===== src/rtl/crt_timing_pkg.sv =====
// Behaviour
// - Vertical registers count whole scan lines
// - One horizontal count is eight pixel clocks
// - Two timing register copies, one per resolution
// - Selected resolution's copy drives the timing
// - Line counter wraps after horizontal total blocks
// - Blank after horizontal active block count
// - Horizontal sync starts at programmed block
// - Twelve-bit vertical total sets lines per frame
// - Lines past vertical active count are blanked
// - Vertical sync starts at programmed line
// - Low five bits give vertical sync width
// - Bit five set makes vertical sync active-low
// - Display setup bit three doubles each line
// - Display setup bit four selects interlace
// - Enable field 01 runs, 10 resets display
// - Enable field always writable, even when locked
// - Mode select bit two picks resolution copy
`default_nettype none
package crt_timing_pkg;
    // ***************************
    // Register offsets
    // ***************************
    localparam logic [15:0] HORIZ_LINE_LENGTH_OFS = 16'h02e8;
    localparam logic [15:0] HORIZ_ACTIVE_LENGTH_OFS = 16'h06e8;
    localparam logic [15:0] HORIZ_SYNC_BEGIN_OFS = 16'h0ae8;
    localparam logic [15:0] HORIZ_SYNC_PULSE_OFS = 16'h0ee8;
    localparam logic [15:0] VERT_FRAME_LENGTH_OFS = 16'h12e8;
    localparam logic [15:0] VERT_ACTIVE_LENGTH_OFS = 16'h16e8;
    localparam logic [15:0] VERT_SYNC_BEGIN_OFS = 16'h1ae8;
    localparam logic [15:0] VERT_SYNC_PULSE_OFS = 16'h1ee8;
    localparam logic [15:0] DISPLAY_SETUP_OFS = 16'h22e8;
    localparam logic [15:0] GRAPHICS_MODE_SELECT_OFS = 16'h4ae8;
    localparam logic [15:0] SET_LOCK_OFS = 16'h0004;
    localparam logic [15:0] TIMING_STATUS_OFS = 16'h0008;

    // ***************************
    // Timing register copy indices
    // ***************************
    localparam int NUM_SETS = 2;
    localparam int NUM_TIM = 8;
    localparam logic [3:0] IDX_HTOT = 4'h0;
    localparam logic [3:0] IDX_HACT = 4'h1;
    localparam logic [3:0] IDX_HSB = 4'h2;
    localparam logic [3:0] IDX_HSP = 4'h3;
    localparam logic [3:0] IDX_VTOT = 4'h4;
    localparam logic [3:0] IDX_VACT = 4'h5;
    localparam logic [3:0] IDX_VSB = 4'h6;
    localparam logic [3:0] IDX_VSP = 4'h7;
    localparam logic [3:0] IDX_NONE = 4'hf;

    // ***************************
    // Field positions
    // ***************************
    localparam int SYNC_WIDTH_LSB = 0;
    localparam int SYNC_WIDTH_W = 5;
    localparam int SYNC_POL_BIT = 5;
    localparam int RES_SEL_BIT = 2;
    localparam int DISP_DSCAN_BIT = 3;
    localparam int DISP_ILACE_BIT = 4;
    localparam int DISP_EN_LSB = 5;
    localparam int DISP_KEEP_W = 5;
    localparam logic [1:0] DISP_EN_RUN = 2'h1;
    localparam logic [1:0] DISP_EN_RESET = 2'h2;

    // ***************************
    // Reset values and timing counts
    // ***************************
    localparam logic [11:0] TIM_RST = 12'h000;
    localparam logic [4:0] DISP_RST = 5'h00;
    localparam logic [1:0] EN_FIELD_RST = 2'h0;
    localparam logic [7:0] MODE_RST = 8'h00;
    localparam logic [1:0] LOCK_RST = 2'h0;
    localparam int PIX_PER_BLOCK = 8;
    localparam logic [2:0] PIX_LAST = 3'(PIX_PER_BLOCK - 1);

    typedef enum logic [1:0] {DISP_HALT, DISP_ACTIVE} disp_state_e;
endpackage
`default_nettype wire


===== src/rtl/crt_video_timing_generator.sv =====
// The APB interface to the registers is this design's own decision.
`timescale 1ns/10ps
`default_nettype none
module crt_video_timing_generator (
    input wire logic pclk,
    input wire logic presetn,
    input wire logic psel,
    input wire logic penable,
    input wire logic pwrite,
    input wire logic [15:0] paddr,
    input wire logic [31:0] pwdata,
    output logic [31:0] prdata,
    output logic pready,
    output logic pslverr,
    output logic hsync,
    output logic vsync,
    output logic blank,
    output logic video_en,
    output logic field
);
    import crt_timing_pkg::*;

    // ***************************
    // Register file
    // ***************************
    logic [NUM_TIM-1:0][11:0] tim_q [NUM_SETS];
    logic [DISP_KEEP_W-1:0] disp_q [NUM_SETS];
    logic [1:0] en_field_q;
    logic [7:0] mode_q;
    logic [1:0] lock_q;
    logic acc;
    logic wr;
    logic hit;
    logic [3:0] tidx;
    logic res_sel;

    assign acc = psel & penable & pready;
    assign wr = acc & pwrite;

    always_comb begin
        tidx = IDX_NONE;
        case (paddr)
            HORIZ_LINE_LENGTH_OFS: tidx = IDX_HTOT;
            HORIZ_ACTIVE_LENGTH_OFS: tidx = IDX_HACT;
            HORIZ_SYNC_BEGIN_OFS: tidx = IDX_HSB;
            HORIZ_SYNC_PULSE_OFS: tidx = IDX_HSP;
            VERT_FRAME_LENGTH_OFS: tidx = IDX_VTOT;
            VERT_ACTIVE_LENGTH_OFS: tidx = IDX_VACT;
            VERT_SYNC_BEGIN_OFS: tidx = IDX_VSB;
            VERT_SYNC_PULSE_OFS: tidx = IDX_VSP;
            default: tidx = IDX_NONE;
        endcase
    end

    assign hit = (tidx != IDX_NONE) || (paddr == DISPLAY_SETUP_OFS)
        || (paddr == GRAPHICS_MODE_SELECT_OFS) || (paddr == SET_LOCK_OFS)
        || (paddr == TIMING_STATUS_OFS);

    assign res_sel = mode_q[RES_SEL_BIT];

    // Per-resolution copies, writes land in the selected copy only
    genvar s;
    generate
        for (s = 0; s < NUM_SETS; s++) begin : g_set
            always_ff @(posedge pclk or negedge presetn) begin
                if (!presetn) begin
                    tim_q[s] <= {NUM_TIM{TIM_RST}};
                    disp_q[s] <= DISP_RST;
                end else if (wr && (res_sel == 1'(s)) && !lock_q[s]) begin
                    if (tidx != IDX_NONE) begin
                        tim_q[s][tidx[2:0]] <= pwdata[11:0];
                    end
                    if (paddr == DISPLAY_SETUP_OFS) begin
                        disp_q[s] <= pwdata[DISP_KEEP_W-1:0];
                    end
                end
            end
        end
    endgenerate

    // Enable field ignores the lock
    always_ff @(posedge pclk or negedge presetn) begin
        if (!presetn) begin
            en_field_q <= EN_FIELD_RST;
        end else if (wr && paddr == DISPLAY_SETUP_OFS) begin
            en_field_q <= pwdata[DISP_EN_LSB+1:DISP_EN_LSB];
        end
    end

    always_ff @(posedge pclk or negedge presetn) begin
        if (!presetn) begin
            mode_q <= MODE_RST;
            lock_q <= LOCK_RST;
        end else if (wr) begin
            if (paddr == GRAPHICS_MODE_SELECT_OFS) begin
                mode_q <= pwdata[7:0];
            end
            if (paddr == SET_LOCK_OFS) begin
                lock_q <= pwdata[1:0];
            end
        end
    end

    // ***************************
    // Active copy
    // ***************************
    logic [7:0] htot, hact, hsb;
    logic [4:0] hwid, vwid;
    logic hpol, vpol, dscan, ilace;
    logic [11:0] vtot, vact, vsb;

    always_comb begin
        htot = tim_q[res_sel][IDX_HTOT][7:0];
        hact = tim_q[res_sel][IDX_HACT][7:0];
        hsb = tim_q[res_sel][IDX_HSB][7:0];
        hwid = tim_q[res_sel][IDX_HSP][SYNC_WIDTH_LSB+SYNC_WIDTH_W-1:SYNC_WIDTH_LSB];
        hpol = tim_q[res_sel][IDX_HSP][SYNC_POL_BIT];
        vtot = tim_q[res_sel][IDX_VTOT];
        vact = tim_q[res_sel][IDX_VACT];
        vsb = tim_q[res_sel][IDX_VSB];
        vwid = tim_q[res_sel][IDX_VSP][SYNC_WIDTH_LSB+SYNC_WIDTH_W-1:SYNC_WIDTH_LSB];
        vpol = tim_q[res_sel][IDX_VSP][SYNC_POL_BIT];
        dscan = disp_q[res_sel][DISP_DSCAN_BIT];
        ilace = disp_q[res_sel][DISP_ILACE_BIT];
    end

    // ***************************
    // Display state
    // ***************************
    disp_state_e st_q, st_d;

    always_comb begin
        case (en_field_q)
            DISP_EN_RUN: st_d = DISP_ACTIVE;
            DISP_EN_RESET: st_d = DISP_HALT;
            default: st_d = st_q;
        endcase
    end

    always_ff @(posedge pclk or negedge presetn) begin
        if (!presetn) begin
            st_q <= DISP_HALT;
        end else begin
            st_q <= st_d;
        end
    end

    // ***************************
    // Counters
    // ***************************
    logic [2:0] pix_q, pix_d;
    logic [7:0] hcnt_q, hcnt_d;
    logic [11:0] vcnt_q, vcnt_d;
    logic [4:0] hs_left_q, hs_left_d, vs_left_q, vs_left_d;
    logic rep_q, rep_d, fld_q, fld_d;
    logic line_last, frame_last, block_end;

    assign block_end = (pix_q == PIX_LAST);
    assign line_last = ({1'b0, hcnt_q} + 9'h001) >= {1'b0, htot};
    assign frame_last = ({1'b0, vcnt_q} + 13'h0001)
        >= ({1'b0, vtot} + {12'h000, ilace & fld_q});

    always_comb begin
        pix_d = pix_q;
        hcnt_d = hcnt_q;
        vcnt_d = vcnt_q;
        hs_left_d = hs_left_q;
        vs_left_d = vs_left_q;
        rep_d = rep_q;
        fld_d = fld_q;
        if (st_q == DISP_HALT) begin
            pix_d = 3'h0;
            hcnt_d = 8'h00;
            vcnt_d = 12'h000;
            hs_left_d = 5'h00;
            vs_left_d = 5'h00;
            rep_d = 1'b0;
            fld_d = 1'b0;
        end else if (block_end) begin
            pix_d = 3'h0;
            if (line_last) begin
                hcnt_d = 8'h00;
                if (!dscan || rep_q) begin
                    rep_d = 1'b0;
                    if (frame_last) begin
                        vcnt_d = 12'h000;
                        fld_d = ilace & ~fld_q;
                    end else begin
                        vcnt_d = vcnt_q + 12'h001;
                    end
                    if (vcnt_d == vsb && vwid != 5'h00) begin
                        vs_left_d = vwid;
                    end else if (vs_left_q != 5'h00) begin
                        vs_left_d = vs_left_q - 5'h01;
                    end
                end else begin
                    rep_d = 1'b1;
                end
            end else begin
                hcnt_d = hcnt_q + 8'h01;
            end
            if (hcnt_d == hsb && hwid != 5'h00) begin
                hs_left_d = hwid;
            end else if (hs_left_q != 5'h00) begin
                hs_left_d = hs_left_q - 5'h01;
            end
        end else begin
            pix_d = pix_q + 3'h1;
        end
    end

    always_ff @(posedge pclk or negedge presetn) begin
        if (!presetn) begin
            pix_q <= 3'h0;
            hcnt_q <= 8'h00;
            vcnt_q <= 12'h000;
            hs_left_q <= 5'h00;
            vs_left_q <= 5'h00;
            rep_q <= 1'b0;
            fld_q <= 1'b0;
        end else begin
            pix_q <= pix_d;
            hcnt_q <= hcnt_d;
            vcnt_q <= vcnt_d;
            hs_left_q <= hs_left_d;
            vs_left_q <= vs_left_d;
            rep_q <= rep_d;
            fld_q <= fld_d;
        end
    end

    // ***************************
    // Video outputs
    // ***************************
    always_ff @(posedge pclk or negedge presetn) begin
        if (!presetn) begin
            hsync <= 1'b0;
            vsync <= 1'b0;
            blank <= 1'b1;
            video_en <= 1'b0;
            field <= 1'b0;
        end else begin
            hsync <= (hs_left_d != 5'h00) ^ hpol;
            vsync <= (vs_left_d != 5'h00) ^ vpol;
            blank <= (st_d != DISP_ACTIVE) || (hcnt_d >= hact)
                || (vcnt_d >= vact);
            video_en <= (st_d == DISP_ACTIVE);
            field <= fld_d;
        end
    end

    // ***************************
    // APB answer
    // ***************************
    always_ff @(posedge pclk or negedge presetn) begin
        if (!presetn) begin
            pready <= 1'b0;
            pslverr <= 1'b0;
            prdata <= 32'h0000_0000;
        end else begin
            pready <= psel & penable & ~pready;
            pslverr <= psel & penable & ~pready & ~hit;
            prdata <= 32'h0000_0000;
            if (psel && penable && !pready && !pwrite) begin
                if (paddr == SET_LOCK_OFS) begin
                    prdata <= {30'h0000_0000, lock_q};
                end else if (paddr == TIMING_STATUS_OFS) begin
                    prdata <= {8'h00, fld_q, st_q == DISP_ACTIVE, hs_left_q != 5'h00,
                        vs_left_q != 5'h00, vcnt_q, hcnt_q};
                end
            end
        end
    end

    logic run2;
    assign run2 = (st_q == DISP_ACTIVE) && (st_d == DISP_ACTIVE);
    logic vstep;
    assign vstep = run2 && block_end && line_last && (!dscan || rep_q);
endmodule
`default_nettype wire


===== config.mk =====
export PLATFORM = sky130hd
export DESIGN_NAME = crt_video_timing_generator
export DESIGN_NICKNAME = d
export VERILOG_FILES = /design/src/rtl/crt_timing_pkg.sv /design/src/rtl/crt_video_timing_generator.sv
export SDC_FILE = /design/constraint.sdc
export NUM_CORES = 1
export LEC_CHECK = 0
export BUFFER_PORTS_ARGS = -buffer_cell sky130_fd_sc_hd__buf_2
export CORE_AREA = 2 2 157 159
export CTS_CLUSTER_SIZE = 10
export DETAILED_ROUTE_END_ITERATION = 8
export DIE_AREA = 0 0 159 161
export HOLD_SLACK_MARGIN = 0.02
export PLACE_DENSITY_LB_ADDON = 0.3
export SETUP_SLACK_MARGIN = 0.3
export SLEW_MARGIN = 20
export SYNTH_ARGS = -nofsm -noshare
export SYNTH_HDL_FRONTEND = slang
export SYNTH_SLANG_ARGS = --single-unit

===== constraint.sdc =====
create_clock -name pclk -period 10.5 [get_ports pclk]
set_input_delay 0.525 -clock pclk [delete_from_list [all_inputs] [get_ports pclk]]
set_output_delay 0.525 -clock pclk [all_outputs]
set_load 0.02 [all_outputs]

==> impl_results.md, run 1 <==
- Status: completed
- Post-synthesis sequential area ratio: 46.6%
- Psw: 0.364 mW
- Design Area, Final: 13100 um^2
- DR WL/cell: 19.8 um
- Post-cts repair resize count: 0
- Reg2reg end: blank$_DFF_PN1_
- Final Skew: 0.00900 ns
- Clock Path Buffers: 3
- Vias per cell: 5.82
- Synth warn: 0
- Starting Density: 49.4%
- Element type at the critical path end: flip-flop
- CP startpoint: mode_q[2]$_DFFE_PN0P_
- Initial antenna violation count: 1
- Fmax: 152 MHz
- Final period utilization: 62.6%
- Starting DRT DRC Count: 500
- Final hold violations: 0
- Most Crowded Layer GR: met2
- Post-synth EDFFs: 0
- Drc violations: 0
- Met1 Use GR: 31.4%
- Routing usage on met3: 3.80%
- Final net count: 1178
- CTS tree: yes
- Critical path arrival: 7.00 ns
- Port buffer count: 63
- CTS H-tree depth: 1
- First-pass GRT wire length: 44400 um
- Sw Share: 21.5%
- Slew Viols, Final: 0
- M2 GR Usage: 34.6%
- Combinational power share: 2.9%
- Clock Power Share: 46.9%
- Crit path kind: flip-flop to flip-flop
- Vias: 8192
- Total of max-cap violations: 0
- Critical Path Max Stage Delay: 0.79 ns
- Sequential share of power: 50.2%
- Vias in the first global route: 8022
- Row count: 57
- Share of layout cells above drive strength 1: 28.7%
- Slew of the pin with the lowest slew margin: 1.11 ns
- Worst Hold Class: input pin to async pin
- FFs w/ async S/R, synth: 100%
- I/O pin count: 92
- Die width: 159 um
- Crit path time final: 6.57 ns
- Synthesized flop and latch total: 220
- Reg2Reg Depth: 30
- Synth Flop Type: dfrtp_1
- DRT antenna net count: 0
- Cell Area, Placed: 12400 um^2
- DP HPWL: 19500 um
- Core Box Area: 24000 um^2
- CP Data Required Time: 10.93 ns
- Worst setup SP type: flip-flop
- Area growth, synth to finish: 11.1%
- Syn Area/Cell: 11.7 um^2
- Pin count of the biggest net entering global routing: 102
- Power per cell area: 129 nW/um^2
- Pwr Total: 1.69 mW
- Finished Layout Cells: 1407
- Placed Instances: 1370
- CTS Hold Bufs: 0
- Layout fillers: 2095
- Pint: 1.33 mW
- Peak supply drop: 0.0785 mV
- Root Driver: clkbuf_16
- Reg2Reg Setup Slack: 3.93 ns
- Max_slew headroom: 25.5%
- Netlist cell types: 78
- Clock tree sinks: 220
- RSZ-0062 raised after global routing: false
- Gate Count Post-Synth: 1015
- Die area: 25600 um^2
- Setup Fix Bufs, Post-CTS: 0
- Num CTS Buffers: 26
- Setup TNS: 0 ns
- Die Y: 161 um
- GRT Total Usage: 21.8%
- Leak pwr: 6.11 nW
- Clock latency at the later pin of the worst-skew pair: 0.53 ns
- Clock transition at the registers of the reported paths: 0.05 ns
- Final Setup Violations: 0
- Synthesized area: 11800 um^2
- Gpl congestion: 0.857
- Gr ovfl total: 0
- R2R Path Start: mode_q[2]$_DFFE_PN0P_
- Top cell by count, worst path: a21o_1
- CP max stage cell: dfrtp_4
- TritonRoute pass-1 iters: 5
- Routed wire length: 27900 um
- Worst Setup EP: blank$_DFF_PN1_
- Critical path peak fanout: 46
## worst min-delay path by stage
stage / startpoint / endpoint / slack [ns] / cells after the start
2_1_floorplan: presetn / disp_q[3]$_DFFE_PN0P_ / 0.23 / 0
3_3_place_gp: pix_q[0]$_DFF_PN0_ / pix_q[0]$_DFF_PN0_ / 0.43 / 1
5_1_grt: presetn / tim_q[96]$_DFFE_PN0P_ / 0.10 / 1
4_1_cts: presetn / tim_q[96]$_DFFE_PN0P_ / 0.08 / 1
6_report: presetn / tim_q[96]$_DFFE_PN0P_ / 0.05 / 1
3_5_place_dp: pix_q[0]$_DFF_PN0_ / pix_q[0]$_DFF_PN0_ / 0.43 / 1
## through the flow
stage                     hold WS (ns)  setup slack [ns]  utilization [%]
after floorplan                  0.229              4.01                -
after global placement           0.427              3.97             51.7
after detailed placement         0.435              3.89             51.7
after CTS                       0.0771              3.87             54.7
after global routing             0.103              3.36             54.8
final                           0.0465              3.93             54.8
## critical path: cells and delay by family (launching register included)
kind,cells,cell delay [ns]
AND/OR/NAND/NOR,12,2.55
AO/OA/AOI/OAI,11,1.79
adder cells (fa/ha/maj),4,0.94
flip-flops,1,0.79
multiplexers,1,0.17
XOR/XNOR,1,0.16
buffers and inverters,1,0.05
## kinds of logic after synthesis
group | count (synthesis) | synth area share [%]
fa+ha+maj | 50 | 5.29
compound gates | 132 | 8.04
other cells | 1 | 0.0317
simple gates | 283 | 13.2
flops | 220 | 46.6
mux | 226 | 20.9
xor+xnor | 34 | 2.84
buf+inv | 69 | 3.07
## flip-flops by register name, summed over array words and instances, names as in the netlist, 2 cells and up
| name | flops |
|---|---|
| prdata | 24 |
| pix_q | 3 |
| en_field_q | 2 |
| disp_q | 4 |
| lock_q | 2 |
| vcnt_q | 12 |
| hs_left_q | 5 |
| vs_left_q | 5 |
| tim_q | 144 |
| st_q | 2 |
| hcnt_q | 8 |
## placed cells by master, fill, tap and decap left out, types with 17 or more instances in the layout
cell type  instances
nor2b_1           18
xnor2_1           17
o21ai_0           22
mux2_2           171
nand2_1           58
buf_2             62
nor2_1            41
ha_1              50
clkbuf_16         27
dfrtp_1          218
nand3_1           28
inv_1             20
nor3_1            19
a21oi_1           42
mux2i_1           55
## layout make-up
cell class                 instances  area, um^2  share of cell area [%]
antenna                            1        2.50                  0.0190
inverter                          20        75.1                   0.571
multi-input combinational        733        5990                    45.6
sequential                       220        5510                    41.9
timing repair buffer              74         428                    3.26
clock buffer                      35         726                    5.52
tap                              324         405                    3.09
## power by group through the flow
stage	Clock, mW	Sequential, mW	Combinational, mW
2_1_floorplan	0	0.865	0.0119
3_3_place_gp	0	0.864	0.0474
3_5_place_dp	0	0.864	0.0483
4_1_cts	0.811	0.849	0.0483
5_1_grt	0.846	0.849	0.0543
6_report	0.794	0.849	0.0486
## layer usage
metal,wire length (um),vias up
li1,-,3826
met1,13100,4109
met2,12700,222
met3,1600,35
met4,508,0
met5,0,-
## synthesized netlist by cell type (6+ instances only)
master      n  area share (%)
a21o_1     11            0.70
a21oi_1    42             1.8
a22oi_1     6            0.38
a32oi_1     6            0.44
and2_1      8            0.42
and3_1     15            0.79
buf_4      12            0.76
buf_6       7            0.67
clkbuf_1   21            0.67
dfrtp_1   219              46
ha_1       50             5.3
inv_1      20            0.63
mux2_2    171              16
mux2i_1    55             4.7
nand2_1    58             1.8
nand2b_1   16            0.85
nand3_1    28             1.2
nand4_1    12            0.63
nor2_1     44             1.4
nor2b_1    18            0.95
nor3_1     19            0.80
nor3b_1     7            0.44
nor4_1     15            0.79
o21ai_0    22            0.93
or3_1       7            0.37
xnor2_1    17             1.3
xor2_1     13            0.96
Power figures use the tool's default switching activity.
==> run 2: changes to the inputs <==
clock period = 5.8 ns   (was 10.5 ns; I/O delays follow)
==> run 2 against run 1 <==
Via count shrank 0.54%. Clock skew grew 0.0031 ns. Non-clock buffer count grew 8. Hold slack gained 0.018 ns. Maximum frequency grew 27%. First-iteration DRC count grew 29%. Clock power grew 83%. Wire length shrank 0.79%. Total power grew 81%. Combinational power grew 73%. Die area is the same.
==> impl_results.md, run 2 (synthesis gave the netlist of run 1 again) <==
- Drc violations: 0
- Gr ovfl total: 0
- Area growth, synth to finish: 12.3%
- Leak pwr: 6.15 nW
- Starting DRT DRC Count: 645
- Critical path peak fanout: 3
- Clock tree sinks: 220
- Reg2Reg Setup Slack: 0.64 ns
- GRT Total Usage: 21.7%
- Initial antenna violation count: 0
- CTS tree: yes
- Port buffer count: 63
- DP HPWL: 18900 um
- Die width: 159 um
- Top Family by Delay on Critical Path: simple AND/OR/NAND/NOR gates
- Row count: 57
- Clock latency at the later pin of the worst-skew pair: 0.53 ns
- Largest reg by FF count: tim_q
- Root Driver: clkbuf_16
- R2R Path Start: mode_q[2]$_DFFE_PN0P_
- Reg2Reg Depth: 29
- TritonRoute pass-1 iters: 5
- Final period utilization: 89.0%
- Reg2reg end: blank$_DFF_PN1_
- Gpl congestion: 0.860
- Worst setup margin: 0.640 ns
- Most frequent cells in the layout: dfrtp_1 (217), mux2_2 (170), buf_2 (62)
- Buf+Inv Stages, Crit Path: 1
- Final hold violations: 0
- Total of max-cap violations: 0
- Starting Density: 49.4%
- Num CTS Buffers: 26
- Critical path arrival: 5.58 ns
- Routed wire length: 27700 um
- Setup TNS: 0 ns
- Critical path depth: 29
- Layout fillers: 2037
- Vias: 8148
- CP Data Required Time: 6.22 ns
- Worst setup SP type: flip-flop
- Peak supply drop: 0.159 mV
- Top flop regs: tim_q x144, prdata x24, vcnt_q x12
- Worst Hold Class: input pin to flip-flop
- Status: completed
- Vias per cell: 5.74
- Antenna Cells: 0
- Max_slew headroom: 32.1%
- Clock transition at the registers of the reported paths: 0.06 ns
- I/O pin count: 92
- First-pass GRT wire length: 44300 um
- Clock Path Buffers: 3
- Final Setup Violations: 0
- Cell Area, Placed: 12500 um^2
- CP startpoint: mode_q[2]$_DFFE_PN0P_
- Slew Viols, Final: 0
- Largest register FFs: 144
- DR WL/cell: 19.5 um
- CP max stage cell: dfrtp_4
- Design Area, Final: 13300 um^2
- Die area: 25600 um^2
- Fmax: 194 MHz
- Post-placement setup slack: 0.429 ns
- Commonest non-fill, non-tap cell in the layout: dfrtp_1
- Share of layout cells above drive strength 1: 29.9%
- Crit path kind: flip-flop to flip-flop
- Top cell by count, worst path: a21o_1
- Critical Path Max Stage Delay: 0.50 ns
- DRT antenna net count: 0
- Slew of the pin with the lowest slew margin: 1.01 ns
- Power per cell area: 231 nW/um^2
- Worst Setup EP: blank$_DFF_PN1_
- Die Y: 161 um
- Final net count: 1186
- RSZ-0062 raised after global routing: false
- Final Skew: 0.0121 ns
- Core Box Area: 24000 um^2
- Crit path time final: 5.16 ns
- CTS H-tree depth: 1
- Pwr Total: 3.07 mW
- Pin count of the biggest net entering global routing: 136
- Element type at the critical path end: flip-flop
- WHS: 0.0643 ns
- Vias in the first global route: 8050
## run 2: cell count changes in the layout (fill, tap and decap cells not counted), moves of 2 or more
cell	change
buf_12	+3
nor2_1	-2
clkbuf_1	+7
clkbuf_8	-2
buf_4	+4
ha_1	-2
ha_4	+2
nand2_2	+2
o21ai_0	-2
nor2_2	+2
nand2_1	-2
## run 2: metrics by stage
stage | cells | utilization [%]
final | 1420 | 55.4
after global routing | 1420 | 55.4
after CTS | 1417 | 55.2
after detailed placement | 1375 | 52.1
after global placement | 1375 | 52.1
after floorplan | 1022 | -
## run 2: final cells by class
class	count	area, um^2	share of cell area [%]
inverters	20	75.1	0.565
well taps	324	405	3.05
multi-input cells	733	6050	45.5
repair buffers	82	512	3.85
flip-flops and latches	220	5510	41.5
clock inverters	1	8.76	0.0659
clock buffers	40	724	5.45
## run 2: how the worst min path moves through the flow
stage	start	end	slack [ns]	depth (start not counted)
finish	penable	pready$_DFF_PN0_	0.06	3
global route	penable	pready$_DFF_PN0_	0.09	3
CTS	penable	pready$_DFF_PN0_	0.04	3
detailed placement	presetn	tim_q[1]$_DFFE_PN0P_	0.32	1
global placement	presetn	tim_q[1]$_DFFE_PN0P_	0.33	1
floorplan	presetn	disp_q[3]$_DFFE_PN0P_	-0.006	0
## run 2: worst register-to-register path, delay by kind of cell (launching register included)
| kind | cells | cell delay, ns |
|---|---|---|
| adders and majority gates | 4 | 0.92 |
| buffers and inverters | 1 | 0.05 |
| and+or+nand+nor | 12 | 1.89 |
| muxes | 1 | 0.16 |
| DFF | 1 | 0.50 |
| AOI/OAI and AO/OA | 11 | 1.57 |
## run 2: repair_timing
item                                    4_1_cts  5_1_grt
hold buffers                                  1        0
resized for setup                             0        7
buffers inserted                              0        3
endpoints found under the setup margin        0        1
endpoints found under the hold margin        85        0
## run 2: power breakdown
part / leakage (nW) / switching, mW / internal [mW]
combinational: 2.73 / 0.0693 / 0.0147
clock: 0.353 / 0.601 / 0.847
sequential: 3.07 / 0.000505 / 1.54
## run 2: metal layers
metal | part of all wire (%) | wire [um] | vias to the layer above | global-route usage [%]
met5 | 0 | 0 | - | 0
met4 | 2.0 | 563 | 0 | 5.04
met3 | 5.2 | 1450 | 39 | 3.00
met2 | 45 | 12500 | 202 | 34.3
met1 | 47 | 13100 | 4071 | 32.0
li1 | - | - | 3836 | -
